$ cat src/logic/dsrs_map.svh
// Constants of the dual serial register slave
`ifndef DSRS_MAP_SVH
`define DSRS_MAP_SVH
`define DSRS_I2C_ADDR_HI 6'h3b
`define DSRS_BIT_LAST 3'h7
`define DSRS_SPI_ADDR_MSB 1'h0
`endif

$ cat src/logic/dsrs_pkg.sv
// Types of the dual serial register slave
package dsrs_pkg;
  typedef struct packed {
    logic we;
    logic re;
    logic [7:0] addr;
    logic [7:0] wdata;
  } dsrs_req_type;
endpackage : dsrs_pkg

$ cat src/logic/dsrs_sync.sv
// Two-flop synchroniser with edge detection after the second stage
`timescale 1ns/100ps
module dsrs_sync #(
  parameter int WIDTH = 3
) (
  // Clock and reset
  input wire logic mclk_i,
  input wire logic rst_i,
  // Raw pins
  input wire logic [WIDTH-1:0] async_i,
  // Synchronised levels and edges
  output logic [WIDTH-1:0] level_o,
  output logic [WIDTH-1:0] rise_o,
  output logic [WIDTH-1:0] fall_o
);
  initial
  begin
    if (WIDTH < 1)
    begin
      $error("WIDTH must be at least 1");
    end
  end
  logic [WIDTH-1:0] meta_q;
  logic [WIDTH-1:0] sync_q;
  logic [WIDTH-1:0] prev_q;
  always_ff @(posedge mclk_i)
  begin
    if (rst_i)
    begin
      meta_q <= '1;
      sync_q <= '1;
      prev_q <= '1;
    end
    else
    begin
      meta_q <= async_i;
      sync_q <= meta_q;
      prev_q <= sync_q;
    end
  end
  assign level_o = sync_q;
  assign rise_o = sync_q & ~prev_q;
  assign fall_o = ~sync_q & prev_q;
endmodule : dsrs_sync

$ cat src/logic/dsrs_slave.sv
// I2C and SPI register slave with automatic interface selection
`timescale 1ns/100ps
`include "dsrs_map.svh"
// What this block does
// - Chip select high I2C, low SPI
// - Any chip select low locks out I2C
// - Slave for standard, fast, high-speed I2C
// - Never drive or stretch the I2C clock
// - I2C address fixed six bits plus pin
// - I2C write: address and data pairs stored
// - I2C read: auto-increment until master nack
// - SPI mode from clock level after select
// - Three-wire mode shares data pin, output tristate
// - Sample rising edge, shift out falling edge
// - Control byte: direction flag, seven address bits
// - SPI write: control and data pairs stored
// - SPI read: shift data, auto-increment address
// - Shadowed data gives consistent read bursts
module dsrs_slave
  import dsrs_pkg::*;
(
  // Clock and reset
  input wire logic mclk_i,
  input wire logic rst_i,
  // Serial pins
  input wire logic csb_i,
  input wire logic sck_i,
  input wire logic sdi_i,
  output logic sdi_o,
  output logic sdi_oe_o,
  input wire logic sdo_i,
  output logic sdo_o,
  output logic sdo_oe_o,
  // Configuration
  input wire logic three_wire_enable_i,
  // Register port
  output dsrs_req_type req_o,
  input wire logic [7:0] rdata_i,
  output logic shadow_hold_o
);
  typedef enum logic [5:0] {
    ST_IDLE = 6'h01, ST_ADDR = 6'h02, ST_RX = 6'h04,
    ST_TX = 6'h08, ST_ACK = 6'h10, ST_SKIP = 6'h20
  } dsrs_state_type;

  logic [2:0] lvl;
  logic [2:0] ris;
  logic [2:0] fal;
  dsrs_sync #(.WIDTH(3)) u_sync (
    .mclk_i(mclk_i),
    .rst_i(rst_i),
    .async_i({csb_i, sck_i, sdi_i}),
    .level_o(lvl),
    .rise_o(ris),
    .fall_o(fal)
  );
  logic sdo_s1_q;
  logic sdo_s2_q;
  logic cs;
  logic sck;
  logic sda;
  logic sck_r;
  logic sck_f;
  logic sda_r;
  logic sda_f;
  assign cs = lvl[2];
  assign sck = lvl[1];
  assign sda = lvl[0];
  assign sck_r = ris[1];
  assign sck_f = fal[1];
  assign sda_r = ris[0];
  assign sda_f = fal[0];

  logic i2c_off_q;
  logic [7:0] sh_q;
  logic [2:0] cnt_q;
  logic [7:0] addr_q;
  logic rd_q;
  logic have_addr_q;
  logic ack_drv_q;
  logic spi_data_q;
  logic ctl_done_q;
  logic spi_rd_q;
  logic sample_wait_q;
  logic sample_pol_q;
  dsrs_req_type req_q;
  logic [7:0] rx;
  logic i2c_start;
  logic i2c_stop;
  assign rx = {sh_q[6:0], sda};
  assign i2c_start = sda_f && sck && !i2c_off_q && cs;
  assign i2c_stop = sda_r && sck && !i2c_off_q && cs;

  always_ff @(posedge mclk_i)
  begin
    if (rst_i)
    begin
      sdo_s1_q <= 1'h0;
      sdo_s2_q <= 1'h0;
    end
    else
    begin
      sdo_s1_q <= sdo_i;
      sdo_s2_q <= sdo_s1_q;
    end
  end

  // Lock persists until reset, which stands in for power-on
  always_ff @(posedge mclk_i)
  begin
    if (rst_i)
    begin
      i2c_off_q <= 1'h0;
    end
    else if (!cs)
    begin
      i2c_off_q <= 1'h1;
    end
  end

  // Clock level is sampled a cycle after the falling select edge
  always_ff @(posedge mclk_i)
  begin
    if (rst_i)
    begin
      sample_wait_q <= 1'h0;
      sample_pol_q <= 1'h0;
    end
    else
    begin
      sample_wait_q <= fal[2];
      if (sample_wait_q)
      begin
        sample_pol_q <= sck;
      end
    end
  end

  // SPI engine: mode 00 and 11 both sample rising, shift falling
  always_ff @(posedge mclk_i)
  begin
    if (rst_i || cs)
    begin
      cnt_q <= 3'h0;
      ctl_done_q <= 1'h0;
      spi_rd_q <= 1'h0;
      spi_data_q <= 1'h1;
    end
    else
    begin
      if (sck_r)
      begin
        cnt_q <= cnt_q + 3'h1;
        // Read data bytes must not be decoded as new control bytes
        if (cnt_q == `DSRS_BIT_LAST && !ctl_done_q && !spi_rd_q)
        begin
          ctl_done_q <= !rx[7];
          spi_rd_q <= rx[7];
        end
        else if (cnt_q == `DSRS_BIT_LAST)
        begin
          ctl_done_q <= 1'h0;
        end
      end
      if (sck_f && spi_rd_q)
      begin
        spi_data_q <= (cnt_q == 3'h0) ? rdata_i[7] : sh_q[7];
      end
    end
  end

  // Shared shifter, address and request generation
  always_ff @(posedge mclk_i)
  begin
    if (rst_i)
    begin
      sh_q <= 8'h00;
      addr_q <= 8'h00;
      req_q <= '0;
    end
    else
    begin
      req_q.we <= 1'h0;
      req_q.re <= 1'h0;
      if (!cs)
      begin
        if (sck_r)
        begin
          // While reading, the shifter only moves on falling edges
          if (!spi_rd_q)
          begin
            sh_q <= rx;
          end
          if (cnt_q == `DSRS_BIT_LAST && !ctl_done_q && !spi_rd_q)
          begin
            addr_q <= {`DSRS_SPI_ADDR_MSB, rx[6:0]};
            if (rx[7])
            begin
              req_q.re <= 1'h1;
              req_q.addr <= {`DSRS_SPI_ADDR_MSB, rx[6:0]};
            end
          end
          else if (cnt_q == `DSRS_BIT_LAST && ctl_done_q)
          begin
            req_q.we <= 1'h1;
            req_q.addr <= addr_q;
            req_q.wdata <= rx;
          end
          else if (cnt_q == `DSRS_BIT_LAST && spi_rd_q)
          begin
            addr_q <= addr_q + 8'h01;
            req_q.re <= 1'h1;
            req_q.addr <= addr_q + 8'h01;
          end
        end
        if (sck_f && spi_rd_q && cnt_q == 3'h0)
        begin
          sh_q <= {rdata_i[6:0], 1'h0};
        end
        else if (sck_f && spi_rd_q)
        begin
          sh_q <= {sh_q[6:0], 1'h0};
        end
      end
    end
  end

  // Address byte matches the fixed bits plus the strap pin
  function automatic logic addr_hit(input logic [7:0] s, input logic strap);
    addr_hit = s[7:1] == {`DSRS_I2C_ADDR_HI, strap};
  endfunction : addr_hit

  // I2C bit engine kept apart from the SPI counter
  logic [3:0] ib_q;
  logic [7:0] ish_q;
  logic i2c_we;
  logic i2c_re;
  logic [7:0] i2c_a;
  logic [7:0] i2c_w;
  dsrs_state_type ist_q;
  always_ff @(posedge mclk_i)
  begin
    if (rst_i || i2c_off_q || !cs || i2c_stop)
    begin
      ist_q <= ST_IDLE;
      ib_q <= 4'h0;
      ish_q <= 8'h00;
      i2c_we <= 1'h0;
      i2c_re <= 1'h0;
      i2c_a <= 8'h00;
      i2c_w <= 8'h00;
    end
    else if (i2c_start)
    begin
      ist_q <= ST_ADDR;
      ib_q <= 4'h0;
      i2c_we <= 1'h0;
      i2c_re <= 1'h0;
    end
    else
    begin
      i2c_we <= 1'h0;
      i2c_re <= 1'h0;
      if (sck_r && ist_q != ST_ACK && ist_q != ST_IDLE && ist_q != ST_SKIP)
      begin
        ish_q <= {ish_q[6:0], sda};
        ib_q <= ib_q + 4'h1;
      end
      if (sck_r && ist_q == ST_ACK && rd_q && sda)
      begin
        ist_q <= ST_SKIP;
      end
      if (sck_f && ib_q == 4'h8)
      begin
        ib_q <= 4'h0;
        case (ist_q)
          ST_ADDR:
          begin
            if (addr_hit(ish_q, sdo_s2_q))
            begin
              ist_q <= ST_ACK;
            end
            else
            begin
              ist_q <= ST_SKIP;
            end
          end
          ST_RX:
          begin
            ist_q <= ST_ACK;
            if (have_addr_q)
            begin
              i2c_we <= 1'h1;
              i2c_a <= i2c_a;
              i2c_w <= ish_q;
            end
            else
            begin
              i2c_a <= ish_q;
            end
          end
          ST_TX:
          begin
            ist_q <= ST_ACK;
          end
          default:
          begin
          end
        endcase
      end
      else if (sck_f && ist_q == ST_ACK)
      begin
        ist_q <= rd_q ? ST_TX : ST_RX;
        if (rd_q)
        begin
          i2c_re <= 1'h1;
        end
      end
    end
  end

  // Direction, address flag, pin drive for I2C
  always_ff @(posedge mclk_i)
  begin
    // Pairing restarts with every start or stop condition
    if (rst_i || i2c_off_q || !cs || i2c_start || i2c_stop)
    begin
      rd_q <= 1'h0;
      have_addr_q <= 1'h0;
      ack_drv_q <= 1'h0;
    end
    else if (sck_f && ib_q == 4'h8 && ist_q == ST_ADDR)
    begin
      rd_q <= ish_q[0];
      ack_drv_q <= addr_hit(ish_q, sdo_s2_q);
    end
    else if (sck_f && ib_q == 4'h8 && ist_q == ST_RX)
    begin
      have_addr_q <= !have_addr_q;
      ack_drv_q <= 1'h1;
    end
    else if (sck_f && ist_q == ST_ACK && rd_q)
    begin
      ack_drv_q <= !rdata_i[7];
    end
    else if (sck_f && ist_q == ST_TX)
    begin
      ack_drv_q <= (ib_q != 4'h8) && !rdata_i[3'h7 - ib_q[2:0]];
    end
    else if (sck_f)
    begin
      ack_drv_q <= 1'h0;
    end
  end

  // I2C read address advances after each byte sent
  logic [7:0] i2c_ra_q;
  always_ff @(posedge mclk_i)
  begin
    if (rst_i)
    begin
      i2c_ra_q <= 8'h00;
    end
    else if (i2c_we)
    begin
      i2c_ra_q <= i2c_a + 8'h01;
    end
    else if (sck_f && ib_q == 4'h8 && ist_q == ST_RX && !have_addr_q)
    begin
      i2c_ra_q <= ish_q;
    end
    else if (sck_f && ib_q == 4'h8 && ist_q == ST_TX)
    begin
      i2c_ra_q <= i2c_ra_q + 8'h01;
    end
  end

  always_comb
  begin
    req_o = req_q;
    if (i2c_we)
    begin
      req_o.we = 1'h1;
      req_o.addr = i2c_a;
      req_o.wdata = i2c_w;
    end
    else if (cs)
    begin
      req_o.re = i2c_re;
      req_o.addr = i2c_ra_q;
    end
  end

  // Shadow stays frozen for a whole frame so bursts stay coherent
  assign shadow_hold_o = !cs || (ist_q != ST_IDLE);
  // Clock pin has no output at all
  assign sdi_o = three_wire_enable_i && !cs ? spi_data_q : 1'h0;
  assign sdi_oe_o = (!cs && three_wire_enable_i && spi_rd_q) || (cs && ack_drv_q);
  assign sdo_o = spi_data_q;
  assign sdo_oe_o = !cs && !three_wire_enable_i;
endmodule : dsrs_slave

$ cat config.mk
export PLATFORM = sky130hd
export DESIGN_NAME = dsrs_slave
export DESIGN_NICKNAME = d
export VERILOG_FILES = /design/src/logic/dsrs_pkg.sv /design/src/logic/dsrs_sync.sv /design/src/logic/dsrs_slave.sv
export VERILOG_INCLUDE_DIRS = /design/src /design/src/logic
export SDC_FILE = /design/constraint.sdc
export NUM_CORES = 1
export LEC_CHECK = 0
export ABC_AREA = 1
export BUFFER_PORTS_ARGS = -buffer_cell sky130_fd_sc_hd__buf_2
export CAP_MARGIN = 40
export CORE_MARGIN = 1
export CORE_UTILIZATION = 60
export CTS_BUF_LIST = sky130_fd_sc_hd__clkbuf_8
export CTS_CLUSTER_DIAMETER = 80
export DETAILED_ROUTE_END_ITERATION = 8
export PLACE_DENSITY_LB_ADDON = 0.3
export RECOVER_POWER = 25
export SYNTH_ARGS = -nofsm -noshare
export SYNTH_HDL_FRONTEND = slang
export SYNTH_SLANG_ARGS = --single-unit
$ cat constraint.sdc
create_clock -name mclk_i -period 4.15 [get_ports mclk_i]
set_clock_uncertainty 0.15 [all_clocks]
set_input_delay 0.2075 -clock mclk_i [delete_from_list [all_inputs] [get_ports mclk_i]]
set_output_delay 0.2075 -clock mclk_i [all_outputs]
set_load 0.02 [all_outputs]
==> flow_summary.json, run 1 <==
{
  "clkLatencyLatePin_ps": 370,
  "status": "completed",
  "route.detailed.drc": 0,
  "synthCells": 742,
  "clk_path_buf_depth": 2,
  "yosysMostFrequentCell": "nand2_1",
  "synth-seq-cells": 98,
  "yosys-top-cells-area": "dfxtp_1 (39%), nand2_1 (11%), o21ai_0 (8.2%), a21oi_1 (6.8%), inv_1 (6.6%)",
  "synthDominantCellAreaShare_pct": 38.9,
  "cp-start-kind": "register",
  "ctsHoldBuffers": 4,
  "fmax_mhz": 335,
  "dpl.hpwl_um": 9130,
  "place_area_sq_um": 5210,
  "cp_max_fo": 16,
  "fin_nets": 792,
  "diodes": 0,
  "num-fill-cells": 733,
  "cp.depth": 9,
  "max_slew_margin_pct": 21.2,
  "synth_nets": 765,
  "multi_input_area_sq_um": 2530,
  "postCtsSetupBuffers": 0,
  "cts.sinks": 98,
  "grt-ovfl-total": 0,
  "crit_arrival_ps": 3100,
  "syn-cell-area_sq_um": 5040,
  "rsz0062_at_grt": "no",
  "path_cells": "clkinv_1 -> nor2_1 -> inv_1 -> nor2_1 -> clkinv_1 -> nor2_1 -> inv_1 -> nor2_1 -> nor2_1",
  "ir_drop_mv": 0.177,
  "cp_top_family": "simple AND/OR/NAND/NOR gates",
  "drt-wirelength-per-cell_um": 14.1,
  "finalInstanceArea_sq_um": 5410,
  "grt_pass1_vias": 4353,
  "end_kind": "register",
  "port_buffers": 37,
  "worst-path-buf-inv": 4,
  "p_per_area_nw_per_um2": 305,
  "finalCoreUtilization_pct": 66.2,
  "crit_type": "register to register",
  "cts_tree": "built",
  "async_flop_share_pct": 0,
  "num_rows": 33,
  "netlist_top_cells_count": "nand2_1 (145), dfxtp_1 (98), inv_1 (89)",
  "yosysUniqueCellTypes": 38,
  "syn2layout_area_growth_pct": 7.38,
  "post_synth.cell_area_avg_sq_um": 6.79,
  "wl_um": 12400,
  "slowest_delay_ps": 650,
  "cts.htree.levels": 3,
  "initialDrtViolationCount": 368,
  "num_vias": 4977,
  "final.setup.tns_ps": 0,
  "critPathSlowestCell": "nor2_1",
  "endpoint": "req_q[6]$_SDFFE_PP0P_",
  "synth_edf_count": 0,
  "timing.rr.end": "req_q[6]$_SDFFE_PP0P_",
  "first_pass_iters": 6,
  "regArea_sq_um": 1960,
  "clockRootBuffer": "clkbuf_8",
  "layout_min_cycle_time_ps": 2980,
  "slew_violations": 0,
  "via_per_inst": 5.66,
  "worst_slew_pin_slew_ps": 1180,
  "yosysWarnings": 0,
  "drive_above_1_share_pct": 9.95,
  "p_leak_nw": 2.31,
  "grt_max_degree": 32,
  "initial_core_util_pct": 61.6,
  "place_congestion": 0.899,
  "ant_nets": 0,
  "core_region_area_sq_um": 8180,
  "cts_made_buffers": 9,
  "crit_top_cell": "nor2_1",
  "critPathRequiredTime_ps": 4270,
  "path_clk_slew_ps": 100,
  "r2r_start": "u_sync.level_o[1]$_SDFF_PP1_",
  "cts_resized": 0,
  "dieArea_sq_um": 8770,
  "fp.dieW_um": 93.6,
  "yosysTopAreaCell": "dfxtp_1",
  "maxCapViolations": 0,
  "r2r_slack_ps": 1170,
  "reg2regPathDepth": 9,
  "finalCritPeriodShare_pct": 71.9,
  "grt_use_total_pct": 29.1,
  "setup_violations": 0,
  "grt_pass1_wl_um": 20000,
  "critPathLaunch": "u_sync.level_o[1]$_SDFF_PP1_",
  "io_pins": 38,
  "hold_viol": 0,
  "grt_antenna_before_repair": 0,
  "hold_path_class": "input pin to register",
  "seq_area_frac_synth_pct": 38.9,
  "synth_ff_type": "dfxtp_1",
  "die_h_um": 93.6
}
[tightest hold or removal path: cells and delay by family]
family,cells,cell delay [ps]
and+or+nand+nor,2,120
AOI/OAI and AO/OA,2,120
buffers and inverters,1,110
[worst min path at each step]
stage	from	endpoint	slack, ps	cells past startpoint
after global placement	csb_i	u_sync.meta_q[2]$_SDFF_PP1_	240	2
after CTS	rdata_i[5]	sh_q[6]$_SDFFE_PP0P_	70	5
after global routing	rdata_i[5]	sh_q[6]$_SDFFE_PP0P_	90	5
after detailed placement	sck_i	u_sync.meta_q[1]$_SDFF_PP1_	240	2
final	rdata_i[2]	sh_q[3]$_SDFFE_PP0P_	70	5
after floorplan	sdi_i	u_sync.meta_q[0]$_SDFF_PP1_	160	1
[power breakdown]
part / total (W) / internal (W) / switching [W]
clock network: 0.000635 / 0.000283 / 0.000352
logic: 0.0000623 / 0.0000207 / 0.0000416
registers: 0.000952 / 0.000945 / 0.00000610
[metrics by stage]
step	setup WS (ps)	power, W	hold WS, ps	std cells
floorplan	2330	0.00102	161	742
global route	886	0.00169	92.9	879
CTS	1400	0.00165	72.6	879
finish	1170	0.00165	69.4	879
global placement	1550	0.00103	240	859
detailed placement	1440	0.00103	242	859
[sequential cells by signal, summed over array words and instances (netlist names), 2 cells and up]
| name | flops |
|---|---|
| req_q | 18 |
| addr_q | 8 |
| i2c_a | 8 |
| i2c_ra_q | 8 |
| i2c_w | 8 |
| ish_q | 8 |
| sh_q | 8 |
| ist_q | 6 |
| ib_q | 4 |
| cnt_q | 3 |
| u_sync.level_o | 3 |
| u_sync.meta_q | 3 |
| u_sync.prev_q | 2 |
[cell families after synthesis]
logic type	synth area share, %
buf+inv	10.1
xor+xnor	1.22
mux	0.199
compound gates	18.3
fa+ha+maj	1.99
flops	38.9
simple gates	29.3
[layout make-up]
class                      count  area share [%]
clock inverter                 7            1.36
tap                          105            2.43
inverter                      98            6.80
clock buffer                   9            2.29
sequential                    98            36.3
timing repair buffer          41            4.07
multi-input combinational    521            46.8
[routing by layer]
metal,share of wire [%],GRT usage [%],up-vias
li1,-,-,2468
met2,47,48.5,188
met3,6.3,3.74,24
met4,2.2,12.1,0
met5,0,0,-
met1,44,37.9,2297
[placed cells by master (no fill, tap or decap), types with 8 or more instances in the layout]
cell and instances:
ha_1 8, inv_1 91, nor2_1 91, or2_2 9, buf_2 33, o21ai_0 83
dfxtp_1 98, nand3_1 59, clkbuf_8 9, a21oi_1 68, nand2_1 145
No activity file was read; power rests on OpenSTA's default activity.
==> run 2, diff against run 1 <==
--- a/config.mk
+++ b/config.mk
@@ -6,11 +6,11 @@
 export SDC_FILE = /design/constraint.sdc
 export NUM_CORES = 1
 export LEC_CHECK = 0
-export ABC_AREA = 1
+export ABC_AREA = 0
 export BUFFER_PORTS_ARGS = -buffer_cell sky130_fd_sc_hd__buf_2
 export CAP_MARGIN = 40
 export CORE_MARGIN = 1
-export CORE_UTILIZATION = 60
+export CORE_UTILIZATION = 56
 export CTS_BUF_LIST = sky130_fd_sc_hd__clkbuf_8
 export CTS_CLUSTER_DIAMETER = 80
 export DETAILED_ROUTE_END_ITERATION = 8
==> constraint.sdc (replaced) <==
create_clock -name mclk_i -period 2.4 [get_ports mclk_i]
set_clock_uncertainty 0.15 [all_clocks]
set_input_delay 0.12 -clock mclk_i [delete_from_list [all_inputs] [get_ports mclk_i]]
set_output_delay 0.12 -clock mclk_i [all_outputs]
set_load 0.02 [all_outputs]
==> run 2 against run 1 <==
Sequential power rose by 73%. Sequential share of layout area down 1.7 points. Routed wire length grew 3.0%. Synthesized cell count fell by 18%. Clock power up 83%. Synthesized area rose by 0.20%. First-iteration DRC count shrank 15%. Die area is 7.2% higher.
==> flow_summary.json, run 2 <==
{
  "status": "completed",
  "crit_arrival_ps": 2370,
  "p_leak_nw": 2.23,
  "layout_min_cycle_time_ps": 2250,
  "sw_frac_of_total_pct": 25.2,
  "clockPowerShare_pct": 39.3,
  "num_rows": 34,
  "grt_pass1_wl_um": 20800,
  "muxShareOfSynthArea_pct": 8.48,
  "slew_violations": 0,
  "yosys.area_share.simple_pct": 24.9,
  "r2r_slack_ps": 150,
  "final_cell_mix": "dfxtp_1 (96), nand2_1 (67), nor2_1 (63), a21oi_1 (52)",
  "synthAdderAreaFrac_pct": 1.98,
  "synthDominantCellAreaShare_pct": 38.9,
  "grt-ovfl-total": 0,
  "grt_antenna_before_repair": 0,
  "finalCritPeriodShare_pct": 93.7,
  "synthCells": 606,
  "r2r_start": "cnt_q[0]$_SDFFE_PP0N_",
  "post_synth.cell_area_avg_sq_um": 8.33,
  "final_common_cell": "dfxtp_1",
  "reg2regPathDepth": 7,
  "die_h_um": 97.0,
  "yosysMostFrequentCell": "dfxtp_1",
  "async_flop_share_pct": 0,
  "clockRootBuffer": "clkbuf_8",
  "port_buffers": 37,
  "fmax_mhz": 445,
  "dieArea_sq_um": 9400,
  "maxCapViolations": 0,
  "syn2layout_area_growth_pct": 12.5,
  "comb_power_share_pct": 4.8,
  "holdWs_ps": 276,
  "seq_area_frac_synth_pct": 38.9,
  "clk_path_buf_depth": 2,
  "critPathRequiredTime_ps": 2520,
  "netlist_top_cells_count": "dfxtp_1 (98), nand2_1 (67), nor2_1 (63)",
  "end_kind": "register",
  "ant_nets": 0,
  "synth_compound_area_share_pct": 18.1,
  "p_switching_w": 0.000745,
  "grt_pass1_vias": 4208,
  "regMostFlops": "req_q",
  "grt_use_total_pct": 27.6,
  "yosys-top-cells-area": "dfxtp_1 (39%), mux2i_1 (5.4%), a21oi_1 (5.2%), nand2_1 (5.0%), nor2_1 (4.7%)",
  "cts_made_buffers": 9,
  "min-delay-start": "u_sync.meta_q[0]$_SDFF_PP1_",
  "critPathSlowestCell": "dlygate4sd3_1",
  "seq_power_share_pct": 55.9,
  "synth_ff_type": "dfxtp_1",
  "core_region_area_sq_um": 8720,
  "holdPathStages": 1,
  "synth_nets": 629,
  "crit_type": "register to register",
  "synth-seq-cells": 98,
  "drive_above_1_share_pct": 16.4,
  "fin_nets": 670,
  "place_congestion": 0.937,
  "p_per_area_nw_per_um2": 520,
  "cp-start-kind": "register",
  "postCtsSetupBuffers": 0,
  "yosysWarnings": 0,
  "synth-xor-area-share_pct": 2.95,
  "cts.htree.levels": 3,
  "rsz0062_at_grt": "no",
  "cp_max_fo": 7,
  "grt_max_degree": 44,
  "drt-wirelength-per-cell_um": 16.8,
  "path_clk_slew_ps": 110,
  "hold_path_class": "register to register",
  "synth_edf_count": 0,
  "ir_drop_mv": 0.301,
  "worst_slew_pin_slew_ps": 911,
  "synth_top_family_by_area": "simple AND/OR/NAND/NOR gates",
  "slowest_delay_ps": 560,
  "max_slew_margin_pct": 39.3,
  "num-fill-cells": 715,
  "fp.dieW_um": 97.0,
  "initial_core_util_pct": 57.9,
  "cts.sinks": 98,
  "path_cells": "inv_1 -> ha_1 -> nor2b_1 -> and3_2 -> mux2i_1 -> a211oi_1 -> dlygate4sd3_1",
  "worst_hold_path.endpoint": "u_sync.level_o[0]$_SDFF_PP1_",
  "hold_viol": 0,
  "num_vias": 4567,
  "cts_tree": "built",
  "worst-path-buf-inv": 2,
  "yosysTopAreaCell": "dfxtp_1",
  "first_pass_iters": 5,
  "power.internal_w": 0.00221,
  "initialDrtViolationCount": 314,
  "via_per_inst": 6.01,
  "io_pins": 38,
  "cp_top_family": "buffers and inverters",
  "timing.rr.end": "sh_q[5]$_SDFFE_PP0P_",
  "largest_reg_flops": 18,
  "syn-cell-area_sq_um": 5050,
  "yosysUniqueCellTypes": 64,
  "clkLatencyLatePin_ps": 370,
  "final.setup.tns_ps": 0,
  "dpl.hpwl_um": 9090,
  "wl_um": 12800,
  "diodes": 0,
  "route.detailed.drc": 0,
  "setup_violations": 0
}
[run 2: cell count changes after synthesis, moves of 22 or more]
cell     delta
mux2i_1    +26
o21ai_0    -46
nand3_1    -22
nand2_1    -78
nor2_1     -23
inv_1      -80
[run 2: layer usage]
| layer | wire (um) | up-vias | GRT usage (%) | share of wire [%] |
|---|---|---|---|---|
| li1 | - | 2238 | - | - |
| met1 | 5890 | 2153 | 37.3 | 46 |
| met2 | 5860 | 148 | 42.6 | 46 |
| met3 | 700 | 28 | 5.92 | 5.5 |
| met4 | 339 | 0 | 11.4 | 2.7 |
| met5 | 0 | - | 0 | 0 |
[run 2: power by group through the flow]
stage,sequential [W],combinational [W],clock [W]
5_1_grt,0.00165,0.000155,0.00126
2_1_floorplan,0.00168,0.0000845,0
3_5_place_dp,0.00169,0.000126,0
6_report,0.00165,0.000143,0.00116
4_1_cts,0.00165,0.000142,0.00117
3_3_place_gp,0.00169,0.000122,0
[run 2: worst register-to-register path, delay by kind of cell, from the launching register on]
kind | cells | cell delay (ps)
compound gates | 1 | 80
fa+ha+maj | 1 | 120
buf+inv | 2 | 620
flops | 1 | 360
mux | 1 | 240
simple gates | 2 | 570
[run 2: through the flow]
stage | worst slack, ps | area [sq um] | total power, W | instances | utilization (%)
2_1_floorplan | 289 | 5050 | 0.00177 | 606 | -
3_3_place_gp | 291 | 5310 | 0.00181 | 729 | 60.9
3_5_place_dp | 189 | 5310 | 0.00181 | 729 | 60.9
4_1_cts | 66.5 | 5680 | 0.00297 | 760 | 65.2
5_1_grt | 13.1 | 5680 | 0.00307 | 760 | 65.1
6_report | 152 | 5680 | 0.00296 | 760 | 65.1
[run 2: timing repair]
item / CTS / global route
endpoints found under the setup margin: 0 / 8
gates resized for setup: 0 / 5
hold endpoints to repair: 14 / 0
hold buffers: 15 / 0
[run 2: worst max path at each step]
| stage | start | endpoint | slack (ps) | cells past startpoint |
|---|---|---|---|---|
| 3_5_place_dp | cnt_q[0]$_SDFFE_PP0N_ | req_q[8]$_SDFFE_PP0P_ | 190 | 7 |
| 3_3_place_gp | cnt_q[0]$_SDFFE_PP0N_ | req_q[8]$_SDFFE_PP0P_ | 290 | 7 |
| 2_1_floorplan | cnt_q[0]$_SDFFE_PP0N_ | req_q[15]$_SDFFE_PP0P_ | 290 | 9 |
| 6_report | cnt_q[0]$_SDFFE_PP0N_ | sh_q[5]$_SDFFE_PP0P_ | 150 | 7 |
| 4_1_cts | u_sync.level_o[1]$_SDFF_PP1_ | sh_q[5]$_SDFFE_PP0P_ | 70 | 6 |
| 5_1_grt | u_sync.prev_q[1]$_SDFF_PP1_ | sh_q[5]$_SDFFE_PP0P_ | 10 | 8 |
[run 2: layout make-up]
type	count	area (sq um)	area share [%]
timing repair buffer	71	467	8.22
inverter	9	33.8	0.595
sequential	98	1960	34.6
tap	108	135	2.38
multi-input combinational	458	2860	50.4
clock inverter	7	95.1	1.67
clock buffer	9	124	2.18
[run 2: logic make-up after synthesis]
kind of cell / count (synthesis)
AO/OA/AOI/OAI: 147
flip-flops: 98
adder cells (fa/ha/maj): 8
AND/OR/NAND/NOR: 247
XOR/XNOR: 17
buffers and inverters: 50
multiplexers: 39
==> run 3, diff against run 2 <==
--- a/config.mk
+++ b/config.mk
@@ -7,15 +7,18 @@
 export NUM_CORES = 1
 export LEC_CHECK = 0
 export ABC_AREA = 0
-export BUFFER_PORTS_ARGS = -buffer_cell sky130_fd_sc_hd__buf_2
+export BUFFER_PORTS_ARGS = -buffer_cell sky130_fd_sc_hd__buf_4
 export CAP_MARGIN = 40
+export CELL_PAD_IN_SITES_DETAIL_PLACEMENT = 0
+export CELL_PAD_IN_SITES_GLOBAL_PLACEMENT = 1
 export CORE_MARGIN = 1
-export CORE_UTILIZATION = 56
+export CORE_UTILIZATION = 43
 export CTS_BUF_LIST = sky130_fd_sc_hd__clkbuf_8
 export CTS_CLUSTER_DIAMETER = 80
 export DETAILED_ROUTE_END_ITERATION = 8
 export PLACE_DENSITY_LB_ADDON = 0.3
 export RECOVER_POWER = 25
+export SETUP_SLACK_MARGIN = 0.5
 export SYNTH_ARGS = -nofsm -noshare
 export SYNTH_HDL_FRONTEND = slang
 export SYNTH_SLANG_ARGS = --single-unit
==> run 3 against run 2 <==
Utilization is 11 points lower. Count of clock-buffer cells in the layout is the same. Total power is 2.7% lower. Global-route usage fell by 3.9 points. Critical path type is now input pin to register. Highest routed layer unchanged.
==> flow_summary.json, run 3 (same netlist as run 2, synthesis figures left out) <==
{
  "p_per_area_nw_per_um2": 466,
  "syn2layout_area_growth_pct": 22.2,
  "path_clk_slew_ps": 110,
  "num_rows": 39,
  "dieArea_sq_um": 12200,
  "layout_min_cycle_time_ps": 1970,
  "crit_arrival_ps": 2090,
  "clkLatencyLatePin_ps": 380,
  "end_kind": "register",
  "setup_violations": 0,
  "slew_violations": 0,
  "critPathRequiredTime_ps": 2510,
  "cp-start-kind": "input pin",
  "clk_path_buf_depth": 2,
  "grt_max_degree": 41,
  "place_area_sq_um": 5550,
  "grt_antenna_before_repair": 0,
  "io_pins": 38,
  "num_vias": 4636,
  "fin_nets": 700,
  "worst_slew_pin_slew_ps": 787,
  "cp_max_fo": 16,
  "ant_nets": 0,
  "grt_pass1_vias": 4311,
  "first_pass_iters": 7,
  "initialDrtViolationCount": 290,
  "largest_reg_flops": 18,
  "cts.sinks": 98,
  "route.detailed.drc": 0,
  "via_per_inst": 5.62,
  "max_slew_margin_pct": 47.5,
  "hold_path_class": "register to register",
  "cts.htree.levels": 3,
  "finalInstanceArea_sq_um": 6170,
  "p_leak_nw": 2.40,
  "fp.dieW_um": 110,
  "wl_um": 13600,
  "core_region_area_sq_um": 11400,
  "ir_drop_mv": 0.332,
  "grt-ovfl-total": 0,
  "cts_tree": "built",
  "crit_type": "input pin to register",
  "final_common_cell": "dfxtp_1",
  "final.setup.tns_ps": 0,
  "clockRootBuffer": "clkbuf_8",
  "cts_made_buffers": 9,
  "drive_above_1_share_pct": 24.9,
  "num-fill-cells": 1076,
  "diodes": 0,
  "grt_use_total_pct": 23.7,
  "final_cell_mix": "dfxtp_1 (86), buf_4 (73), nand2_1 (65), nor2_1 (63), a21oi_1 (43)",
  "grt_pass1_wl_um": 21600,
  "die_h_um": 110,
  "regMostFlops": "req_q",
  "r2r_slack_ps": 470,
  "status": "completed",
  "fmax_mhz": 506,
  "maxCapViolations": 0,
  "hold_viol": 0,
  "place_congestion": 0.946,
  "drt-wirelength-per-cell_um": 16.4,
  "finalCritPeriodShare_pct": 82.3,
  "initial_core_util_pct": 44.2,
  "rsz0062_at_grt": "yes",
  "finalCoreUtilization_pct": 54.0,
  "port_buffers": 37,
  "dpl.hpwl_um": 9700
}
## run 3: changes by cell type in the layout (fill, tap and decap cells not counted), moves of 3 or more
cell / change
buf_2: -32
buf_4: +56
dfxtp_4: +4
buf_6: +6
a21oi_2: +8
or2_4: +3
dfxtp_2: +6
a21oi_1: -9
dfxtp_1: -10
## run 3: worst max-delay path, stage by stage
cell and delay [ps]:
dlygate4sd3_1 520, clkbuf_1 590, nor2b_1 170, o21ai_0 120, clkbuf_1 440, nor2_1 120
## run 3: what timing repair did
item / in CTS / in global routing
resized for setup: 16 / 35
endpoints found under the hold margin: 18 / 0
buffers inserted: 17 / 8
pin swaps: 7 / 11
endpoints found under the setup margin: 70 / 64
hold buffers: 13 / 0
cloned: 1 / 1
## run 3: final timing paths
check / startpoint / endpoint / depth (start not counted)
worst max-delay path: rst_i / i2c_a[1]$_SDFFE_PP0P_ / 6
worst min-delay path: u_sync.meta_q[2]$_SDFF_PP1_ / u_sync.level_o[2]$_SDFF_PP1_ / 1
worst max register to register: cnt_q[0]$_SDFFE_PP0N_ / req_q[12]$_SDFFE_PP0P_ / 8
worst min register to register: u_sync.meta_q[2]$_SDFF_PP1_ / u_sync.level_o[2]$_SDFF_PP1_ / 1
## run 3: report_power, final
group	internal (W)	switching, W	total [W]
Combinational	0.0000711	0.0000851	0.000156
Sequential	0.00163	0.0000130	0.00165
Clock	0.000405	0.000668	0.00107
Total	0.00211	0.000766	0.00288
## run 3: metrics by stage
step	total power [W]	hold slack [ps]	instances	setup slack, ps
2_1_floorplan	0.00177	73.8	606	471
3_3_place_gp	0.00182	154	769	269
3_5_place_dp	0.00183	157	769	211
4_1_cts	0.00290	279	816	489
5_1_grt	0.00299	299	825	306
6_report	0.00288	274	825	426
## run 3: layout make-up
cell class	instances	area (sq um)	area share, %
clock buffers	9	124	2.01
clock inverters	7	71.3	1.16
inverters	9	33.8	0.547
multi-input cells	459	3000	48.6
flip-flops and latches	98	1990	32.2
well taps	143	179	2.90
repair buffers	100	777	12.6
## run 3: per-layer routing
metal  up-vias  share of wire (%)  GRT usage [%]  routed length [um]
met5         -                  0              0                   0
met4         0                2.0           9.21                 276
met3        25                4.9           3.70                 664
met2       114                 45           36.6                6040
met1      2201                 49           33.0                6580
li1       2296                  -              -                   -
